===== config.mk =====
export PLATFORM = sky130hd
export DESIGN_NAME = adiw_core
export DESIGN_NICKNAME = d
export VERILOG_FILES = /design/src/inc/adiw_pkg.sv /design/src/rtl/adiw_core.sv
export VERILOG_INCLUDE_DIRS = /design/src /design/src/inc
export SDC_FILE = /design/constraint.sdc
export NUM_CORES = 1
export LEC_CHECK = 0
export BUFFER_PORTS_ARGS = -buffer_cell sky130_fd_sc_hd__buf_4
export CAP_MARGIN = 5
export CORE_UTILIZATION = 40
export DETAILED_ROUTE_END_ITERATION = 7
export GPL_TIMING_DRIVEN = 0
export PLACE_DENSITY = 0.83
export SYNTH_ARGS = -nofsm -noshare
export SYNTH_HDL_FRONTEND = slang
export SYNTH_SLANG_ARGS = --single-unit

===== constraint.sdc =====
create_clock -name clk -period 1.95 [get_ports clk]
set_clock_uncertainty 0.15 [all_clocks]
set_input_delay 0.0975 -clock clk [delete_from_list [all_inputs] [get_ports clk]]
set_output_delay 0.0975 -clock clk [all_outputs]
set_load 0.05 [all_outputs]

===== src/inc/adiw_regs.svh =====
/*
  Register offsets, field positions and reset values of the analog-die
  interrupt and wake-up block. Assumes an APB slave with 32-bit data.
*/
`ifndef ADIW_REGS_SVH
`define ADIW_REGS_SVH

// ----------------------------------------------------------------
// Register byte offsets (printed index times four)
// ----------------------------------------------------------------
`define ADIW_IDX_MASK 5'h04
`define ADIW_IDX_FLAG 5'h05
`define ADIW_IDX_CTRL 5'h03
`define ADIW_IDX_HALL 5'h08
`define ADIW_IDX_STAT 5'h0c
`define ADIW_OFF_MASK 12'h010
`define ADIW_OFF_FLAG 12'h014
`define ADIW_OFF_CTRL 12'h00c
`define ADIW_OFF_HALL 12'h020
`define ADIW_OFF_STAT 12'h030

// ----------------------------------------------------------------
// Bit positions in mask, flag and control registers
// ----------------------------------------------------------------
`define ADIW_BIT_OC 1
`define ADIW_BIT_OV 2
`define ADIW_BIT_UV 3
`define ADIW_BIT_OT 4
`define ADIW_BIT_BUS 5
`define ADIW_BIT_SNS 6
`define ADIW_BIT_WD 7
`define ADIW_BIT_STOP 0
`define ADIW_BIT_LVR 1

// ----------------------------------------------------------------
// Reset values
// ----------------------------------------------------------------
`define ADIW_RST_MASK 8'h00
`define ADIW_RST_FLAG 8'h00
`define ADIW_RST_CTRL 8'h00
`define ADIW_RST_HALL 3'h0

`endif


===== src/inc/adiw_pkg.sv =====
/*
  Types of the analog-die interrupt and wake-up block.
  Assumes the constants header is compiled alongside.
*/
package adiw_pkg;

  // Power mode of the die
  typedef enum logic [0:0] {
    ADIW_RUN = 1'b0,
    ADIW_STOP = 1'b1
  } adiw_mode_t;

  // Analog event inputs
  typedef struct packed {
    logic undervoltage_event;
    logic overvoltage_event;
    logic overtemp_event;
    logic bus_rx;
    logic [2:0] sensor_inputs;
    logic overcurrent_event;
    logic wd_wake;
    logic cyclic_check;
    logic low_voltage_reset;
  } adiw_evt_t;

  // Whole state of the block
  typedef struct packed {
    logic [7:0] mask_reg;
    logic [7:0] flag_reg;
    logic [2:0] hall_en_reg;
    adiw_mode_t mode_reg;
    logic bus_prev_reg;
    logic [2:0] sns_prev_reg;
    logic irq_oe_reg;
    logic rst_oe_reg;
    logic hs_off_reg;
    logic wake_reg;
    logic [31:0] prdata_reg;
    logic pready_reg;
    logic pslverr_reg;
  } adiw_state_t;

endpackage : adiw_pkg


===== src/rtl/adiw_core.sv =====
/*
  Interrupt and wake-up logic of the analog die: event flags, masks,
  open-drain interrupt and reset pins, high-side shut-off and wake-up.
  Assumes analog event inputs synchronous to clk and an APB master.
*/
// Local design decisions: the APB register port and the address map.
// What this block does
// - Seven interrupt sources, each with its own software-written mask bit.
// - Any reset clears all interrupt enable bits.
// - Supply under-voltage sets its flag; interrupt only when enabled.
// - In RUN, under-voltage switches off all high-side transistors and driver.
// - In STOP, under-voltage detection gives no flag or interrupt.
// - Supply over-voltage sets its flag; interrupt only when enabled.
// - In RUN, over-voltage switches off all high-side transistors and driver.
// - In STOP, over-voltage detection gives no flag or interrupt.
// - Over-temperature sets its flag; interrupt when enabled.
// - In STOP, over-temperature detection gives no flag or interrupt.
// - Bus falling edge raises interrupt when its enable is set.
// - In STOP, enabled bus falling edge wakes the whole system.
// - Enabled sensor input above threshold raises interrupt when enabled.
// - In STOP, sensor inputs checked only in cyclic checks; hit wakes.
// - Overcurrent on bridges, high-side or sensor supply raises interrupt.
// - Exactly four wake causes: bus edge, watchdog, sensor check, LOW_VOLTAGE_RESET.
// - Masked-in wake cause wakes microcontroller and main regulator.
// - Open-drain interrupt output; microcontroller uses it as input.
// - Reset pin is bidirectional open drain, shared with microcontroller.
// - Flags clear only on written one; zero keeps; reset clears.
// - Bus edge flag set by any falling edge, held until cleared.
// - In RUN, any change on an enabled sensor input sets its flag.
`timescale 1ns/100ps
`default_nettype none
`include "adiw_regs.svh"

module adiw_core
  import adiw_pkg::*;
(
  input wire logic clk, // 20 MHz clock
  input wire logic reset_n, // Synchronous reset
  input wire logic psel, // APB select
  input wire logic penable, // APB enable
  input wire logic pwrite, // APB direction
  input wire logic [11:0] paddr, // APB byte address
  input wire logic [31:0] pwdata, // APB write data
  output logic [31:0] prdata, // APB read data
  output logic pready, // APB ready
  output logic pslverr, // APB error
  input wire adiw_evt_t evt, // Analog events
  input wire logic irq_in, // Interrupt pin level
  input wire logic rst_in, // Reset pin level
  output logic irq_out, // Interrupt pin value, always 0
  output logic irq_oe, // Interrupt pin pulled low
  output logic rst_out, // Reset pin value, always 0
  output logic rst_oe, // Reset pin pulled low
  output logic hs_off, // High-side shut-off
  output logic wake_main_regulator // Wake to main regulator
);

  adiw_state_t s_reg;
  adiw_state_t s_next;

  // ------------------------------------------------------------
  // Combinational next state
  // ------------------------------------------------------------
  always_comb begin
    logic [7:0] set_v;
    logic [7:0] clr_v;
    logic wr;
    logic ans;
    logic access;
    logic stop;
    logic bus_fall;
    logic sns_chg;
    logic sns_hi;
    logic wake_v;
    set_v = 8'h00;
    clr_v = 8'h00;
    wr = 1'b0;
    ans = 1'b0;
    access = 1'b0;
    stop = 1'b0;
    bus_fall = 1'b0;
    sns_chg = 1'b0;
    sns_hi = 1'b0;
    wake_v = 1'b0;
    s_next = s_reg;
    stop = (s_reg.mode_reg == ADIW_STOP);
    // Decode early in the access phase; a write lands as pready is seen
    access = psel && penable;
    ans = access && !s_reg.pready_reg;
    wr = access && s_reg.pready_reg && pwrite;
    // Edge and level detection on inputs
    bus_fall = s_reg.bus_prev_reg && !evt.bus_rx;
    sns_chg = |((evt.sensor_inputs ^ s_reg.sns_prev_reg) & s_reg.hall_en_reg);
    sns_hi = |(evt.sensor_inputs & s_reg.hall_en_reg) && evt.cyclic_check;
    s_next.bus_prev_reg = evt.bus_rx;
    s_next.sns_prev_reg = evt.sensor_inputs;
    // Supply and thermal detectors are gated off in STOP
    set_v[`ADIW_BIT_UV] = evt.undervoltage_event && !stop;
    set_v[`ADIW_BIT_OV] = evt.overvoltage_event && !stop;
    set_v[`ADIW_BIT_OT] = evt.overtemp_event && !stop;
    set_v[`ADIW_BIT_BUS] = bus_fall;
    set_v[`ADIW_BIT_SNS] = stop ? sns_hi : sns_chg;
    set_v[`ADIW_BIT_OC] = evt.overcurrent_event;
    set_v[`ADIW_BIT_WD] = stop && evt.wd_wake;
    // APB: one wait state, so ready and read data come from flip-flops
    s_next.pready_reg = ans;
    s_next.pslverr_reg = 1'b0;
    s_next.prdata_reg = 32'h00000000;
    if (ans || wr) begin
      case (paddr)
        `ADIW_OFF_MASK: begin
          if (wr) s_next.mask_reg = pwdata[7:0] & 8'hfe;
          s_next.prdata_reg = {24'h000000, s_reg.mask_reg};
        end
        `ADIW_OFF_FLAG: begin
          if (wr) clr_v = pwdata[7:0];
          s_next.prdata_reg = {24'h000000, s_reg.flag_reg};
        end
        `ADIW_OFF_CTRL: begin
          if (wr) s_next.mode_reg = adiw_mode_t'(pwdata[`ADIW_BIT_STOP]);
          s_next.prdata_reg = {31'h00000000, s_reg.mode_reg};
        end
        `ADIW_OFF_HALL: begin
          if (wr) s_next.hall_en_reg = pwdata[2:0];
          s_next.prdata_reg = {29'h00000000, s_reg.hall_en_reg};
        end
        `ADIW_OFF_STAT: begin
          s_next.prdata_reg = {28'h0000000, rst_in, irq_in, s_reg.hs_off_reg,
                               s_reg.wake_reg};
        end
        default: begin
          s_next.pslverr_reg = ans;
        end
      endcase
    end
    // Set wins over a clear in the same cycle
    s_next.flag_reg = ((s_reg.flag_reg & ~clr_v) | set_v) & 8'hfe;
    // Wake causes: bus edge, watchdog, sensor check, low-voltage reset
    wake_v = stop && (
      (bus_fall && s_reg.mask_reg[`ADIW_BIT_BUS]) ||
      (evt.wd_wake && s_reg.mask_reg[`ADIW_BIT_WD]) ||
      (sns_hi && s_reg.mask_reg[`ADIW_BIT_SNS]) ||
      evt.low_voltage_reset);
    s_next.wake_reg = wake_v;
    if (wake_v) s_next.mode_reg = ADIW_RUN;
    // Interrupt line low while any enabled flag stands
    s_next.irq_oe_reg = |(s_next.flag_reg & s_reg.mask_reg) || wake_v;
    // High side off while supply fault active in RUN
    s_next.hs_off_reg = !stop && (evt.undervoltage_event || evt.overvoltage_event);
    s_next.rst_oe_reg = evt.low_voltage_reset;
  end

  // ------------------------------------------------------------
  // State register; reset clears masks and flags
  // ------------------------------------------------------------
  always_ff @(posedge clk) begin
    if (!reset_n || !rst_in) begin
      s_reg <= '0;
    end else begin
      s_reg <= s_next;
    end
  end

  // Outputs straight from flip-flops
  assign prdata = s_reg.prdata_reg;
  assign pready = s_reg.pready_reg;
  assign pslverr = s_reg.pslverr_reg;
  assign irq_out = 1'b0;
  assign irq_oe = s_reg.irq_oe_reg;
  assign rst_out = 1'b0;
  assign rst_oe = s_reg.rst_oe_reg;
  assign hs_off = s_reg.hs_off_reg;
  assign wake_main_regulator = s_reg.wake_reg;
endmodule : adiw_core
`default_nettype wire


# --- After elaboration in Yosys (flattened, before gate mapping) ---
# Index checks and enable logic that the tools add are counted.
classes:
  add_sub_neg: 0
  multipliers: 0
  n_div: 0
  order_cmp: 0
  eq_ne: 5
  shifts: 0
  n_mux: 5
  n_bitwise: 8
  n_reduce_logical: 36
ops:
  columns: ["cell", "n"]
  rows:
  - ["8-bit one-hot mux with 5 select lines", 1]
  - ["12-bit by 5-bit equality test with 1-bit output (second input constant)", 2]
  - ["12-bit by 6-bit equality test with 1-bit output (second input constant)", 2]
  - ["8-bit 2-to-1 mux", 3]
  - ["8-bit bitwise AND", 2]
  - ["1-bit logical AND", 15]
  - ["12-bit by 4-bit equality test with 1-bit output (second input constant)", 1]
  - ["3-bit AND reduction", 3]
  - ["8-bit NOT", 1]
  - ["8-bit OR", 1]
  - ["8-bit OR reduction", 1]
  - ["1-bit logical OR", 7]
  - ["7-bit OR reduction", 1]
  - ["3-bit bitwise AND", 2]
  - ["3-bit OR reduction", 2]
  - ["1-bit zero test", 5]
  - ["2-bit OR reduction", 2]
  - ["3-bit XOR", 1]
  - ["1-bit 2-to-1 mux", 1]
  - ["1-bit NOT", 1]
word_totals:
  reg_bits: 61
  latchBits: 0
  ram_bits: 0
  rom_bits: 0
  input_bits: 62
  output_inout_bits: 40
  mem_count: 0

# --- Depth between registers and ports, before layout ---
# Gate-level depths: netlist of the first run.
depth:
  ltp_word: 12
  mapped_depth: 7
  ltp_nobuf: 5

# --- Worst setup path before layout of the first run ---
# OpenSTA, ideal clock, no wires.
synth_timing:
  path_kind: "reg2reg"
  startpoint: "register s_reg, in the netlist pready"
  endpoint: "register s_reg, in the netlist irq_oe"
  setup_ps: 139
  arrival_ps: 1891
  required_ps: 1661
  setup_slack_ps: -230
  path_stages_with_launch: 6
  n_path_buf: 0
  period_less_slack_ps: 2180
  path_cell_list: "dfxtp_1 nand4_1 nor4_4 a21boi_1 o31ai_1 a41oi_1"
synth_via:
  elab_chain_len: 11
  elab_cells_between_ends: 14
  classes_between: "mux (3); bitwise (4); reduce/logical (7)"
synth_lines:
  columns: ["item", "line", "text"]
  rows:
  - ["start, declared", "adiw_core.sv:58", "adiw_state_t s_reg;"]
  - ["start signal, assigned", "adiw_core.sv:160", "s_reg <= s_next;"]
  - ["1-bit logical AND (2 in series)", "adiw_core.sv:90", "wr = access && s_reg.pready_reg && pwrite;"]
  - ["8-bit 2-to-1 mux", "adiw_core.sv:116", "if (wr) clr_v = pwdata[7:0];"]
  - ["8-bit 2-to-1 mux", "adiw_core.sv:110", "case (paddr)"]
  - ["8-bit 2-to-1 mux (*)", "adiw_core.sv:109", "if (ans || wr) begin"]
  - ["8-bit NOT (*)", "adiw_core.sv:137", "s_next.flag_reg = ((s_reg.flag_reg & ~clr_v) | set_v) & 8'hfe;"]
  - ["8-bit bitwise AND (*)", "adiw_core.sv:137", null]
  - ["8-bit OR (*)", "adiw_core.sv:137", null]
  - ["8-bit bitwise AND (*)", "adiw_core.sv:147", "s_next.irq_oe_reg = |(s_next.flag_reg & s_reg.mask_reg) || wake_v;"]
  - ["8-bit OR reduction (*)", "adiw_core.sv:147", null]
  - ["1-bit logical OR (*)", "adiw_core.sv:147", null]
# Every way passes the cells marked *; elsewhere a longest branch is shown, timed or not.
# A chain may end at the register's enable or synchronous reset.

# --- Final worst setup path of the first run ---
layout_timing:
  startpoint: "input port paddr[1]"
  endpoint: "register s_reg[45] in the netlist's numbering"
layout_via:
  elab_chain_len: 2
layout_lines:
  columns: ["item", "line", "text"]
  rows:
  - ["start, declared", "adiw_core.sv:42", "input wire logic [11:0] paddr,"]
  - ["12-bit by 6-bit equality test with 1-bit output", "adiw_core.sv:110", null]
  - ["3-bit AND reduction (no line)", null, null]
# No other way between the ends.

==> summary by stage, run 1 <==
Run status
The flow ran to the end, and the final reports show no timing, DRC or antenna violations.

Die
102 I/O pins were placed. The area enclosed by the die boundary is 0.00496 sq mm. The floorplan has 24 rows. The region available for standard cell placement spans 0.00441 sq mm. The die boundary height is 70.5 um.

The die width is 70.5 um. The starting density of the core is 42.5%.

CTS
The number of H-tree branching levels is 2. The clock drives 36 sinks. The post-cts sizing count is 0. The tree is rooted in a sky130_fd_sc_hd__clkbuf_8. TritonCTS built the clock tree. Counting along the longest clock path gives a buffer depth of 2. The clock reaches the later pin of the worst-skew pair after 300 ps.

The total CTS buffers is 5. The clock edge transition at the registers on the reported setup and hold paths is 70 ps.

Global routing
The leftover overflow at the end of global routing is 0. The maximum number of pins on one net before global-route repair is 11. The first global-routing pass estimated 7940 um of wire. The via count of the first global-routing pass is 1759. For this run, the total global-route usage over all layers was measured as 20.4%. The number of antenna violations at the first check in global routing is 0.

Placed design
The congestion estimate from routability-driven global placement came to 0.871. The post-detailed-placement half-perimeter wirelength is 3400 um. After detailed placement, the design holds a cell count of 341. The cell area after placement is 0.00242 sq mm. At the placement stage, the worst setup path has a slack of -482 ps.

In this run the tool buffered the top-level ports with 50 buffer cells.

Drt
In this run, the number of DRC markers left after iteration 0 of detailed routing was 190. In the final routed layout, each cell accounts on average for 13.1 um. The ratio of routed vias to standard cells is 4.97. The routed via count is 1889. The post-detailed-route count of antenna-violating nets is 0.

In the routed design, unresolved DRC markers number 0. The final wirelength is 4970 um. The detailed-router iteration count before antenna repair is 4.

Timing
The worst setup slack after layout is 0.805 ps. Setup violations remaining at the end of the flow were counted as 0. Derived from the worst setup path, the maximum achievable clock frequency is 513 MHz. The number of hold violations in the final report is 0. The number of max-slew violations in the final report was 0. On the final layout, the worst hold slack is 31.7 ps.

The shortest period the worst path allows is 1950 ps. The relative slew slack is 50.9%. Dividing the final minimum period by the clock period gives 100%. Setup repair after global routing could not meet its margin everywhere. The worst-margin pin slew is 731 ps.

Logic synthesis
The synthesized design spends more area on one cell type than any other, namely sky130_fd_sc_hd__dfxtp_1. Yosys attributes the largest share of cell area to sky130_fd_sc_hd__dfxtp_1, sky130_fd_sc_hd__buf_4, sky130_fd_sc_hd__mux2i_1, sky130_fd_sc_hd__nor2_1, sky130_fd_sc_hd__nand2_1. In the synthesized netlist, the number of instances is 214.

The per-instance average area after synthesis is 8.76 sq um. sky130_fd_sc_hd__dfxtp_1 is the most common cell in the netlist. Yosys printed 0 warnings. The commonest cells after synthesis are sky130_fd_sc_hd__dfxtp_1, sky130_fd_sc_hd__buf_4, sky130_fd_sc_hd__nor2_1, sky130_fd_sc_hd__nand2_1, sky130_fd_sc_hd__a21oi_1. The number of distinct library cell variants in the gate-level netlist after synthesis is 43. Synthesis inferred 36 register bits.

For this run, asynchronously set or reset flops after synthesis account for 0%. Counting flops with a built-in enable in the synthesized netlist gives 0. In this run the biggest area consumer among cell types represents 38.5% of the synthesized area.

The most used flip-flop cell after synthesis is sky130_fd_sc_hd__dfxtp_1. The combined area of all synthesized cells is 0.00187 sq mm. Sequential elements use 38.5% of the synthesized area.

Final layout
The number of antenna diodes in the final layout is 0. The synthesis-to-finish area growth is 50.7%. The finished cells cover 0.00283 sq mm.

The register with the most flip-flops in the layout has 22 of them. The number of nets in the final layout is 390. Of the cells placed in the final design, the portion with a size suffix greater than 1 is 33.8%. The number of standard cells in the final layout excluding fillers is 380.

Min path
The tightest min-delay check is of the in -> reg type. Counting instances, the worst hold path has a depth of 3. The startpoint identified for the worst hold timing path is paddr[5]. The worst hold path terminates at pslverr.

Critical path
In this run the critical register-to-register path is launched from pready. The worst register-to-register path has a setup slack of 110 ps. STA puts the critical path data arrival time at 1960 ps. The number of cell instances on the worst register-to-register path is 6. The critical path in this run is classified as in -> reg. The highest net fanout along the worst path is 8. For the worst setup path, the data required time is 1960 ps. The type of element launching the critical path is an input pin. The kind of end point of the critical path is a flip-flop. The capturing point of the worst reg2reg path is irq_oe.

Power
Dividing total power by cell area gives a power density of 588 mW/mm^2. The static leakage power is 1.29 nW. The overall power after layout is 1.66 mW.

The maximum resistive drop on vdd is 0.000350 V.

Run
The tool flagged a number of max-cap violations equal to 0.
[layout by cell type (no fill, tap or decap), types with 7 or more instances in the layout]
cell / instances
sky130_fd_sc_hd__a22oi_1: 8
sky130_fd_sc_hd__nand3_1: 7
sky130_fd_sc_hd__buf_4: 90
sky130_fd_sc_hd__dlygate4sd3_1: 26
sky130_fd_sc_hd__nand2_1: 19
sky130_fd_sc_hd__mux2i_1: 9
sky130_fd_sc_hd__nor2_1: 22
sky130_fd_sc_hd__dfxtp_1: 35
sky130_fd_sc_hd__conb_1: 26
sky130_fd_sc_hd__a21oi_1: 10
sky130_fd_sc_hd__clkbuf_8: 7
[critical path, stage by stage]
cell and delay, ps:
sky130_fd_sc_hd__buf_4 110, sky130_fd_sc_hd__or4_4 520, sky130_fd_sc_hd__buf_6 160, sky130_fd_sc_hd__nor4_2 660, sky130_fd_sc_hd__nand2_1 210, sky130_fd_sc_hd__nand2_1 140
sky130_fd_sc_hd__a21oi_1 70
[worst max-delay path by stage]
stage                  start         to  depth (start not counted)
finish              paddr[1]  s_reg[45]                          7
global route        paddr[1]  s_reg[45]                          7
CTS                  penable     irq_oe                          8
detailed placement  paddr[9]     irq_oe                          7
global placement    paddr[9]     irq_oe                          7
floorplan           paddr[9]     irq_oe                          6
[per-stage QoR]
step	utilization (%)	setup TNS, ps
2_1_floorplan	-	-91.7
3_3_place_gp	54.9	-4420
3_5_place_dp	54.9	-5170
4_1_cts	63.8	0
5_1_grt	64.0	-415
6_report	64.0	0
[repair_timing]
| item | CTS | global route |
|---|---|---|
| buffers inserted | 5 | 1 |
| pin swaps | 3 | 3 |
| endpoints found under the hold margin | 22 | 0 |
| endpoints found under the setup margin | 9 | 9 |
| hold buffers | 26 | 0 |
[cell families after synthesis]
kind of cell	synth area share, %
AO/OA/AOI/OAI	13.7
XOR/XNOR	1.40
multiplexers	6.61
buffers and inverters	16.3
flip-flops	38.5
other	0.200
AND/OR/NAND/NOR	23.4
[where the power goes]
| group | total, mW | leakage, nW | switching [mW] | internal, mW |
|---|---|---|---|---|
| clock network | 0.573 | 0.0503 | 0.258 | 0.314 |
| registers | 0.752 | 0.292 | 0.00592 | 0.746 |
| logic | 0.337 | 0.952 | 0.194 | 0.142 |
| total | 1.66 | 1.29 | 0.459 | 1.20 |
[cell type report]
type                       count  area [sq um]
buffer                        41           304
clock buffer                   7          96.3
fill                         377          1590
inverter                       3          11.3
multi-input combinational    159           946
sequential                    36           722
tap                           52          65.1
timing repair buffer          82           681
[layer usage]
metal	share of wire [%]	wire (um)	GRT usage, %	vias to the layer above
li1	-	-	-	920
met1	40	2000	23.8	877
met2	51	2550	36.9	85
met3	7.1	354	3.75	7
met4	1.4	69	7.11	0
met5	0	0	0	-
Power figures use the tool's default switching activity.
==> run 2, diff against run 1 <==
--- a/config.mk
+++ b/config.mk
@@ -6,12 +6,12 @@
 export SDC_FILE = /design/constraint.sdc
 export NUM_CORES = 1
 export LEC_CHECK = 0
-export BUFFER_PORTS_ARGS = -buffer_cell sky130_fd_sc_hd__buf_4
 export CAP_MARGIN = 5
-export CORE_UTILIZATION = 40
+export CORE_UTILIZATION = 56
 export DETAILED_ROUTE_END_ITERATION = 7
+export DONT_BUFFER_PORTS = 1
 export GPL_TIMING_DRIVEN = 0
-export PLACE_DENSITY = 0.83
+export PLACE_DENSITY = 0.81
 export SYNTH_ARGS = -nofsm -noshare
 export SYNTH_HDL_FRONTEND = slang
 export SYNTH_SLANG_ARGS = --single-unit
==> summary by stage, run 2 (synthesized netlist as in run 1, its figures left out) <==
CTS
The clock passes through at most 2 buffers. TritonCTS created 5 clock buffers. The clock latency on the worst-skew pair is 350 ps. The H-tree was split into 2 levels. The number of sinks on the clock net is 36. The clock edge transition at the registers on the reported setup and hold paths is 110 ps. The root buffer cell is sky130_fd_sc_hd__clkbuf_4. TritonCTS built the clock tree.

Critical path
Counting cells, the worst reg-to-reg path comes to 6. The register-to-register path setup slack is -10 ps. The signal arrival time at the worst endpoint is 2090 ps. The type of the worst setup path is reg -> reg. STA classifies the critical path endpoint as a flip-flop.

The type of element launching the critical path is a flip-flop. In this run the worst path has a maximum fanout of 8. At the worst endpoint, the required time is 2070 ps.

Die
The die boundary height is 59.9 um. Once the floorplan was initialized, standard cells occupied 60.4% of the core. The initialized floorplan defines 20 standard-cell rows. The die is 59.9 um wide.

The number of top-level design ports is 102. The core region area is 0.00310 sq mm. The floorplan step defined a die boundary enclosing 0.00358 sq mm.

Global routing
The global routing usage summed across all routing layers is 27.3%. Global routing consumed, on the met1 layer, 32.8% of the routing resources. Global routing consumed, on the met3 layer, 9.31% of the routing resources. The via count of the first global-routing pass is 1575.

For this run, global-route usage on met2 was measured as 44.1%. The leftover overflow at the end of global routing is 0. The number of antenna violations at the first check in global routing is 0. Entering global routing, the biggest net connects 12 pins.

The most used routing layer is met2. The first global-routing pass estimated 7010 um of wire.

Timing
The number of max-slew violations in the final report is 0. The relative slew slack is 51.6%. Timing would allow up to 509 MHz. Setup violations remaining at the end of the flow were counted as 4. Setup repair after global routing could not meet its margin everywhere. The worst setup slack after layout is -14.7 ps.

For the finished layout, the period the worst path requires is 1960 ps. The worst-margin pin slew is 720 ps. The number of hold violations in the final report is 0. Dividing the final minimum period by the clock period gives 101%.

Final layout
In the final layout, the share of cells above drive strength 1 is 22.2%. Compared with the post-synthesis result, the final layout area differs by 30.2%. The repair_antennas step left the layout with diodes totalling 0. For this run, the post-layout net count is 340. The flip-flop count of the largest register after layout is 22. The library cells used most frequently in the layout, excluding fill and tap cells, are sky130_fd_sc_hd__buf_4, sky130_fd_sc_hd__dfxtp_1, sky130_fd_sc_hd__dlygate4sd3_1, sky130_fd_sc_hd__conb_1, sky130_fd_sc_hd__nor2_1. The finished layout cell area is 0.00244 sq mm. The number of standard cells in the final layout excluding fillers is 323. The library cell used most frequently in the layout, excluding fill and tap cells, is sky130_fd_sc_hd__buf_4.

The layout has 242 filler cells.

Placed design
Detailed placement ended at an HPWL of 2940 um. Once placement completed, the tool counted placed cells totaling 283. The final weighted congestion of routability-driven global placement is 0.840. After detailed placement, the total cell area comes to 0.00204 sq mm. The worst setup slack after placement is -394 ps. Buffers placed on the I/O ports in this run total 0.

Power
The fraction of power consumed by the clock network is 33.8%. The fraction of power spent switching nets is 28.3%. Dividing total power by cell area gives a power density of 635 mW/mm^2. For this design the total switching power over the nets is 0.438 mW.

The share of total power dissipated in sequential elements is 49.1%. Summed over all cells, the static leakage comes to 1.02 nW. The internal portion of the total power is 1.11 mW. The maximum resistive drop on vdd is 0.000717 V. Combinational logic burns 17.1% of the power.

Drt
The final layout contains routed wiring with a total length of 4470 um. Once detail routing completed, the nets flagged for antenna violations numbered 0. In the routed layout, each cell is associated on average with a via count of 5.38. The routed via count is 1737. Dividing the detail-routed wire length by the instance count gives 13.8 um. The detailed-router iteration count before antenna repair is 5. In this run, the number of DRC markers left after iteration 0 of detailed routing was 142. The remaining design rule violation count is 0.

Min path
The class of the worst hold path is in -> reg. Counting instances, the worst hold path has a depth of 3.

Run status
The flow ran to the end, but the final reports show violations. The final reports fail on setup timing.

Run
Across the run, the number of max-cap violations was 0.
==> run 2: cell count changes in the layout (fill, tap and decap cells not counted), moves of 3 or more <==
cell and change:
sky130_fd_sc_hd__buf_4 -52, sky130_fd_sc_hd__clkbuf_4 +5, sky130_fd_sc_hd__clkbuf_8 -7, sky130_fd_sc_hd__dlygate4sd3_1 +3
==> run 2: per-layer routing <==
layer | part of all wire [%] | vias to the layer above
met5 | 0 | -
met4 | 1.7 | 0
met3 | 8.3 | 10
met2 | 49 | 94
met1 | 41 | 810
li1 | - | 823
==> run 2: final timing paths <==
| kind | startpoint | to |
|---|---|---|
| min reg2reg | s_reg[48] | prdata[2] |
| max reg2reg | pready | prdata[2] |
| min | pwdata[1] | irq_oe |
| max | pready | prdata[2] |
==> run 2: what timing repair did <==
action	in CTS	in global routing
resized for setup	1	5
buffers inserted	3	1
endpoints found under the hold margin	33	3
endpoints found under the setup margin	7	8
pin swaps	2	10
hold buffers	29	1
==> run 2: metrics by stage <==
step	setup TNS (ps)	power [mW]	utilization [%]	hold slack, ps
final	-38.0	1.55	78.7	7.27
after global routing	-431	1.60	78.7	16.9
after CTS	0	1.54	78.3	5.08
after detailed placement	-3150	0.984	65.7	65.6
after global placement	-3290	0.982	65.7	65.1
after floorplan	-91.7	0.974	-	56.2
==> run 2: area by class of cell <==
class / count / area [sq um] / area share (%)
inverters: 3 / 11.3 / 0.461
plain buffers: 40 / 293 / 12.0
clock buffers: 6 / 41.3 / 1.69
repair buffers: 33 / 320 / 13.1
multi-input cells: 159 / 961 / 39.4
flip-flops and latches: 36 / 724 / 29.7
clock inverters: 2 / 35.0 / 1.44
well taps: 44 / 55.1 / 2.26
==> run 2: power by group through the flow <==
stage / clock network, mW / registers, mW / logic (mW)
6_report: 0.524 / 0.762 / 0.265
5_1_grt: 0.556 / 0.763 / 0.281
4_1_cts: 0.524 / 0.761 / 0.259
3_5_place_dp: 0 / 0.779 / 0.205
3_3_place_gp: 0 / 0.779 / 0.203
2_1_floorplan: 0 / 0.778 / 0.196
==> run 2: worst max-delay path, cell delays in order, from the launching register on <==
cell and delay (ps):
sky130_fd_sc_hd__dfxtp_4 470, sky130_fd_sc_hd__nand4_1 220, sky130_fd_sc_hd__buf_4 200, sky130_fd_sc_hd__buf_4 140
sky130_fd_sc_hd__o21ai_1 70, sky130_fd_sc_hd__nand4_1 390, sky130_fd_sc_hd__a21oi_1 250
==> run 3, diff against run 2 <==
--- a/config.mk
+++ b/config.mk
@@ -7,11 +7,11 @@
 export NUM_CORES = 1
 export LEC_CHECK = 0
 export CAP_MARGIN = 5
-export CORE_UTILIZATION = 56
+export CORE_UTILIZATION = 62
 export DETAILED_ROUTE_END_ITERATION = 7
 export DONT_BUFFER_PORTS = 1
 export GPL_TIMING_DRIVEN = 0
-export PLACE_DENSITY = 0.81
+export PLACE_DENSITY = 0.85
 export SYNTH_ARGS = -nofsm -noshare
 export SYNTH_HDL_FRONTEND = slang
 export SYNTH_SLANG_ARGS = --single-unit
==> constraint.sdc (replaced) <==
create_clock -name clk -period 2.1 [get_ports clk]
set_clock_uncertainty 0.15 [all_clocks]
set_input_delay 0.105 -clock clk [delete_from_list [all_inputs] [get_ports clk]]
set_output_delay 0.105 -clock clk [all_outputs]
set_load 0.05 [all_outputs]
==> summary by stage, run 3 (synthesized netlist as in run 1, its figures left out) <==
Final layout
In the layout the commonest cells are sky130_fd_sc_hd__buf_4, sky130_fd_sc_hd__dfxtp_1, sky130_fd_sc_hd__dlygate4sd3_1, sky130_fd_sc_hd__conb_1, sky130_fd_sc_hd__nor2_1. The flip-flop count of the largest register after layout is 22. The synthesis-to-finish area growth is 28.6%. The library cell used most frequently in the layout, excluding fill and tap cells, is sky130_fd_sc_hd__buf_4. The number of nets in the final layout is 340. The fraction of final layout cells with drive strength greater than 1 is 21.1%. Counting the fill cells in the layout gives 176.

The finished cells cover 0.00241 sq mm. The number of antenna diodes in the final layout is 0. The end-of-flow core utilization is 85.9%.

Placed design
Routability-driven placement finished with a final weighted congestion of 0.829. At the placement stage, the worst setup path has a slack of -316 ps. Summing all placed instances gives a cell area of 0.00201 sq mm.

The number of port buffers is 0. The post-detailed-placement half-perimeter wirelength is 2830 um.

Power
In this run the power spent charging and discharging nets is 0.417 mW. The power per cell area is 601 mW/mm^2. Summed over all cells, the static leakage comes to 1.02 nW. VDD sags by at most 0.000561 V. The fraction of power spent switching nets is 28.8%. Of the total power, combinational logic draws 17.0%.

The clock network burns 34.2% of the power. The internal portion of total power is 1.03 mW. Sequential cells account for 48.9% of the total power.

CTS
The longest clock path from root to sink contains 2 buffers. TritonCTS built the clock tree. The clock edge transition at the registers on the reported setup and hold paths is 110 ps. TritonCTS created 5 clock buffers. The number of sinks on the clock net is 36. The number of H-tree branching levels is 2. For the worst-skew pair, the clock arrives at the later sink with an insertion delay of 350 ps. The root buffer cell is sky130_fd_sc_hd__clkbuf_4.

Timing
Setup repair after global routing left no endpoint under its margin. The number of hold violations in the final report was 2. At the pin with the least slew margin, the transition time is 699 ps.

Final hold analysis gives a worst-case slack of -3.14 ps. The worst setup slack after layout is 106 ps. The number of max-slew violations in the final report is 0. Dividing the final minimum period by the clock period gives 94.9%. Setup violations remaining at the end of the flow were counted as 0. Measured against its own limit, the worst slew margin works out to 53.0%. The worst path in the final design needs a cycle of 1990 ps, including I/O delays and setup. The maximum operating frequency is 502 MHz.

Die
The count of standard-cell rows is 19. The number of top-level design ports is 102. The floorplan step defined a core boundary enclosing 0.00281 sq mm. The starting density of the core is 66.8%. The die boundary height is 57.0 um. The area enclosed by the die boundary is 0.00325 sq mm. The die width is 57.0 um.

Global routing
The number of antenna violations at the first check in global routing is 0. The total overflow left after global routing is 0. The global routing usage summed across all routing layers is 32.2%.

The maximum number of pins on one net before global-route repair is 12. The via count of the first global-routing pass was 1649. The first-pass GRT wire length is 7760 um.

Drt
The initial detailed-routing violation count is 141. Dividing the detail-routed via count by the number of cells gives 5.61. The pre-antenna-repair detailed-routing pass consisted of 7 iterations. The remaining design rule violation count is 16. Summed over all layers, the routed wires come to 4970 um. Dividing the detail-routed wire length by the instance count gives 16.0 um. The post-detailed-route count of antenna-violating nets is 0. The routed via count is 1740.

Run
Max-cap violations in this run came to 0.

Critical path
The signal arrival time at the worst endpoint is 2060 ps. The critical path required time is 2170 ps. The kind of end point of the critical path is a flip-flop. By startpoint and endpoint, the worst setup path is classified as reg -> reg. The type of element launching the critical path is a flip-flop. Of all nets on the critical path, the largest fanout is 4.

Run status
The checks that failed: DRC, hold timing. The flow ran to the end, but the final reports show violations.

Min path
The min-delay analysis places its worst path in the category in -> reg.
run 3: cell counts in the layout (fill, tap and decap cells not counted):
No cell type changed its count.
run 3: timing repair:
action	CTS	global route
hold buffers	29	0
endpoints found under the hold margin	31	0
gates resized for setup	0	3
pin swaps	2	2
endpoints found under the setup margin	2	2
setup buffers	3	0
run 3: power by group through the flow:
| stage | sequential, mW | clock, mW | combinational, mW |
|---|---|---|---|
| floorplan | 0.722 | 0 | 0.181 |
| global route | 0.709 | 0.518 | 0.258 |
| detailed placement | 0.724 | 0 | 0.189 |
| CTS | 0.708 | 0.483 | 0.238 |
| global placement | 0.723 | 0 | 0.187 |
| finish | 0.708 | 0.495 | 0.246 |
run 3: worst max-delay path: stages (launching register included):
cell,delay [ps]
sky130_fd_sc_hd__dfxtp_4,470
sky130_fd_sc_hd__nand4_1,230
sky130_fd_sc_hd__nor4_4,300
sky130_fd_sc_hd__buf_4,190
sky130_fd_sc_hd__a21boi_1,90
sky130_fd_sc_hd__o31ai_2,270
sky130_fd_sc_hd__a41oi_1,160
run 3: metrics by stage:
stage	instances	total power [mW]	TNS (ps)
2_1_floorplan	239	0.903	0
3_5_place_dp	270	0.912	-1610
3_3_place_gp	270	0.911	-1470
4_1_cts	310	1.43	0
5_1_grt	310	1.48	0
6_report	310	1.45	0
run 3: area by class of cell:
cell class	count	area, sq um	share of cell area (%)
multi-input cells	159	952	39.5
flip-flops and latches	36	724	30.1
repair buffers	32	313	13.0
plain buffers	41	294	12.2
clock buffers	6	41.3	1.71
well taps	31	38.8	1.61
clock inverters	2	35.0	1.45
inverters	3	11.3	0.467
run 3: final timing paths:
| path | endpoint | cells after the start | startpoint | slack (ps) |
|---|---|---|---|---|
| max | irq_oe | 6 | pready | 110 |
| min | irq_oe | 3 | pwdata[1] | -3 |
| max reg2reg | irq_oe | 6 | pready | 110 |
| min reg2reg | prdata[2] | 2 | s_reg[48] | 310 |
run 3: per-layer routing:
layer,up-vias,global-route usage (%),routed length [um]
met2,104,55.3,2470
li1,824,-,-
met1,796,36.5,1900
met5,-,0,0
met4,0,15.3,114
met3,16,9.98,477
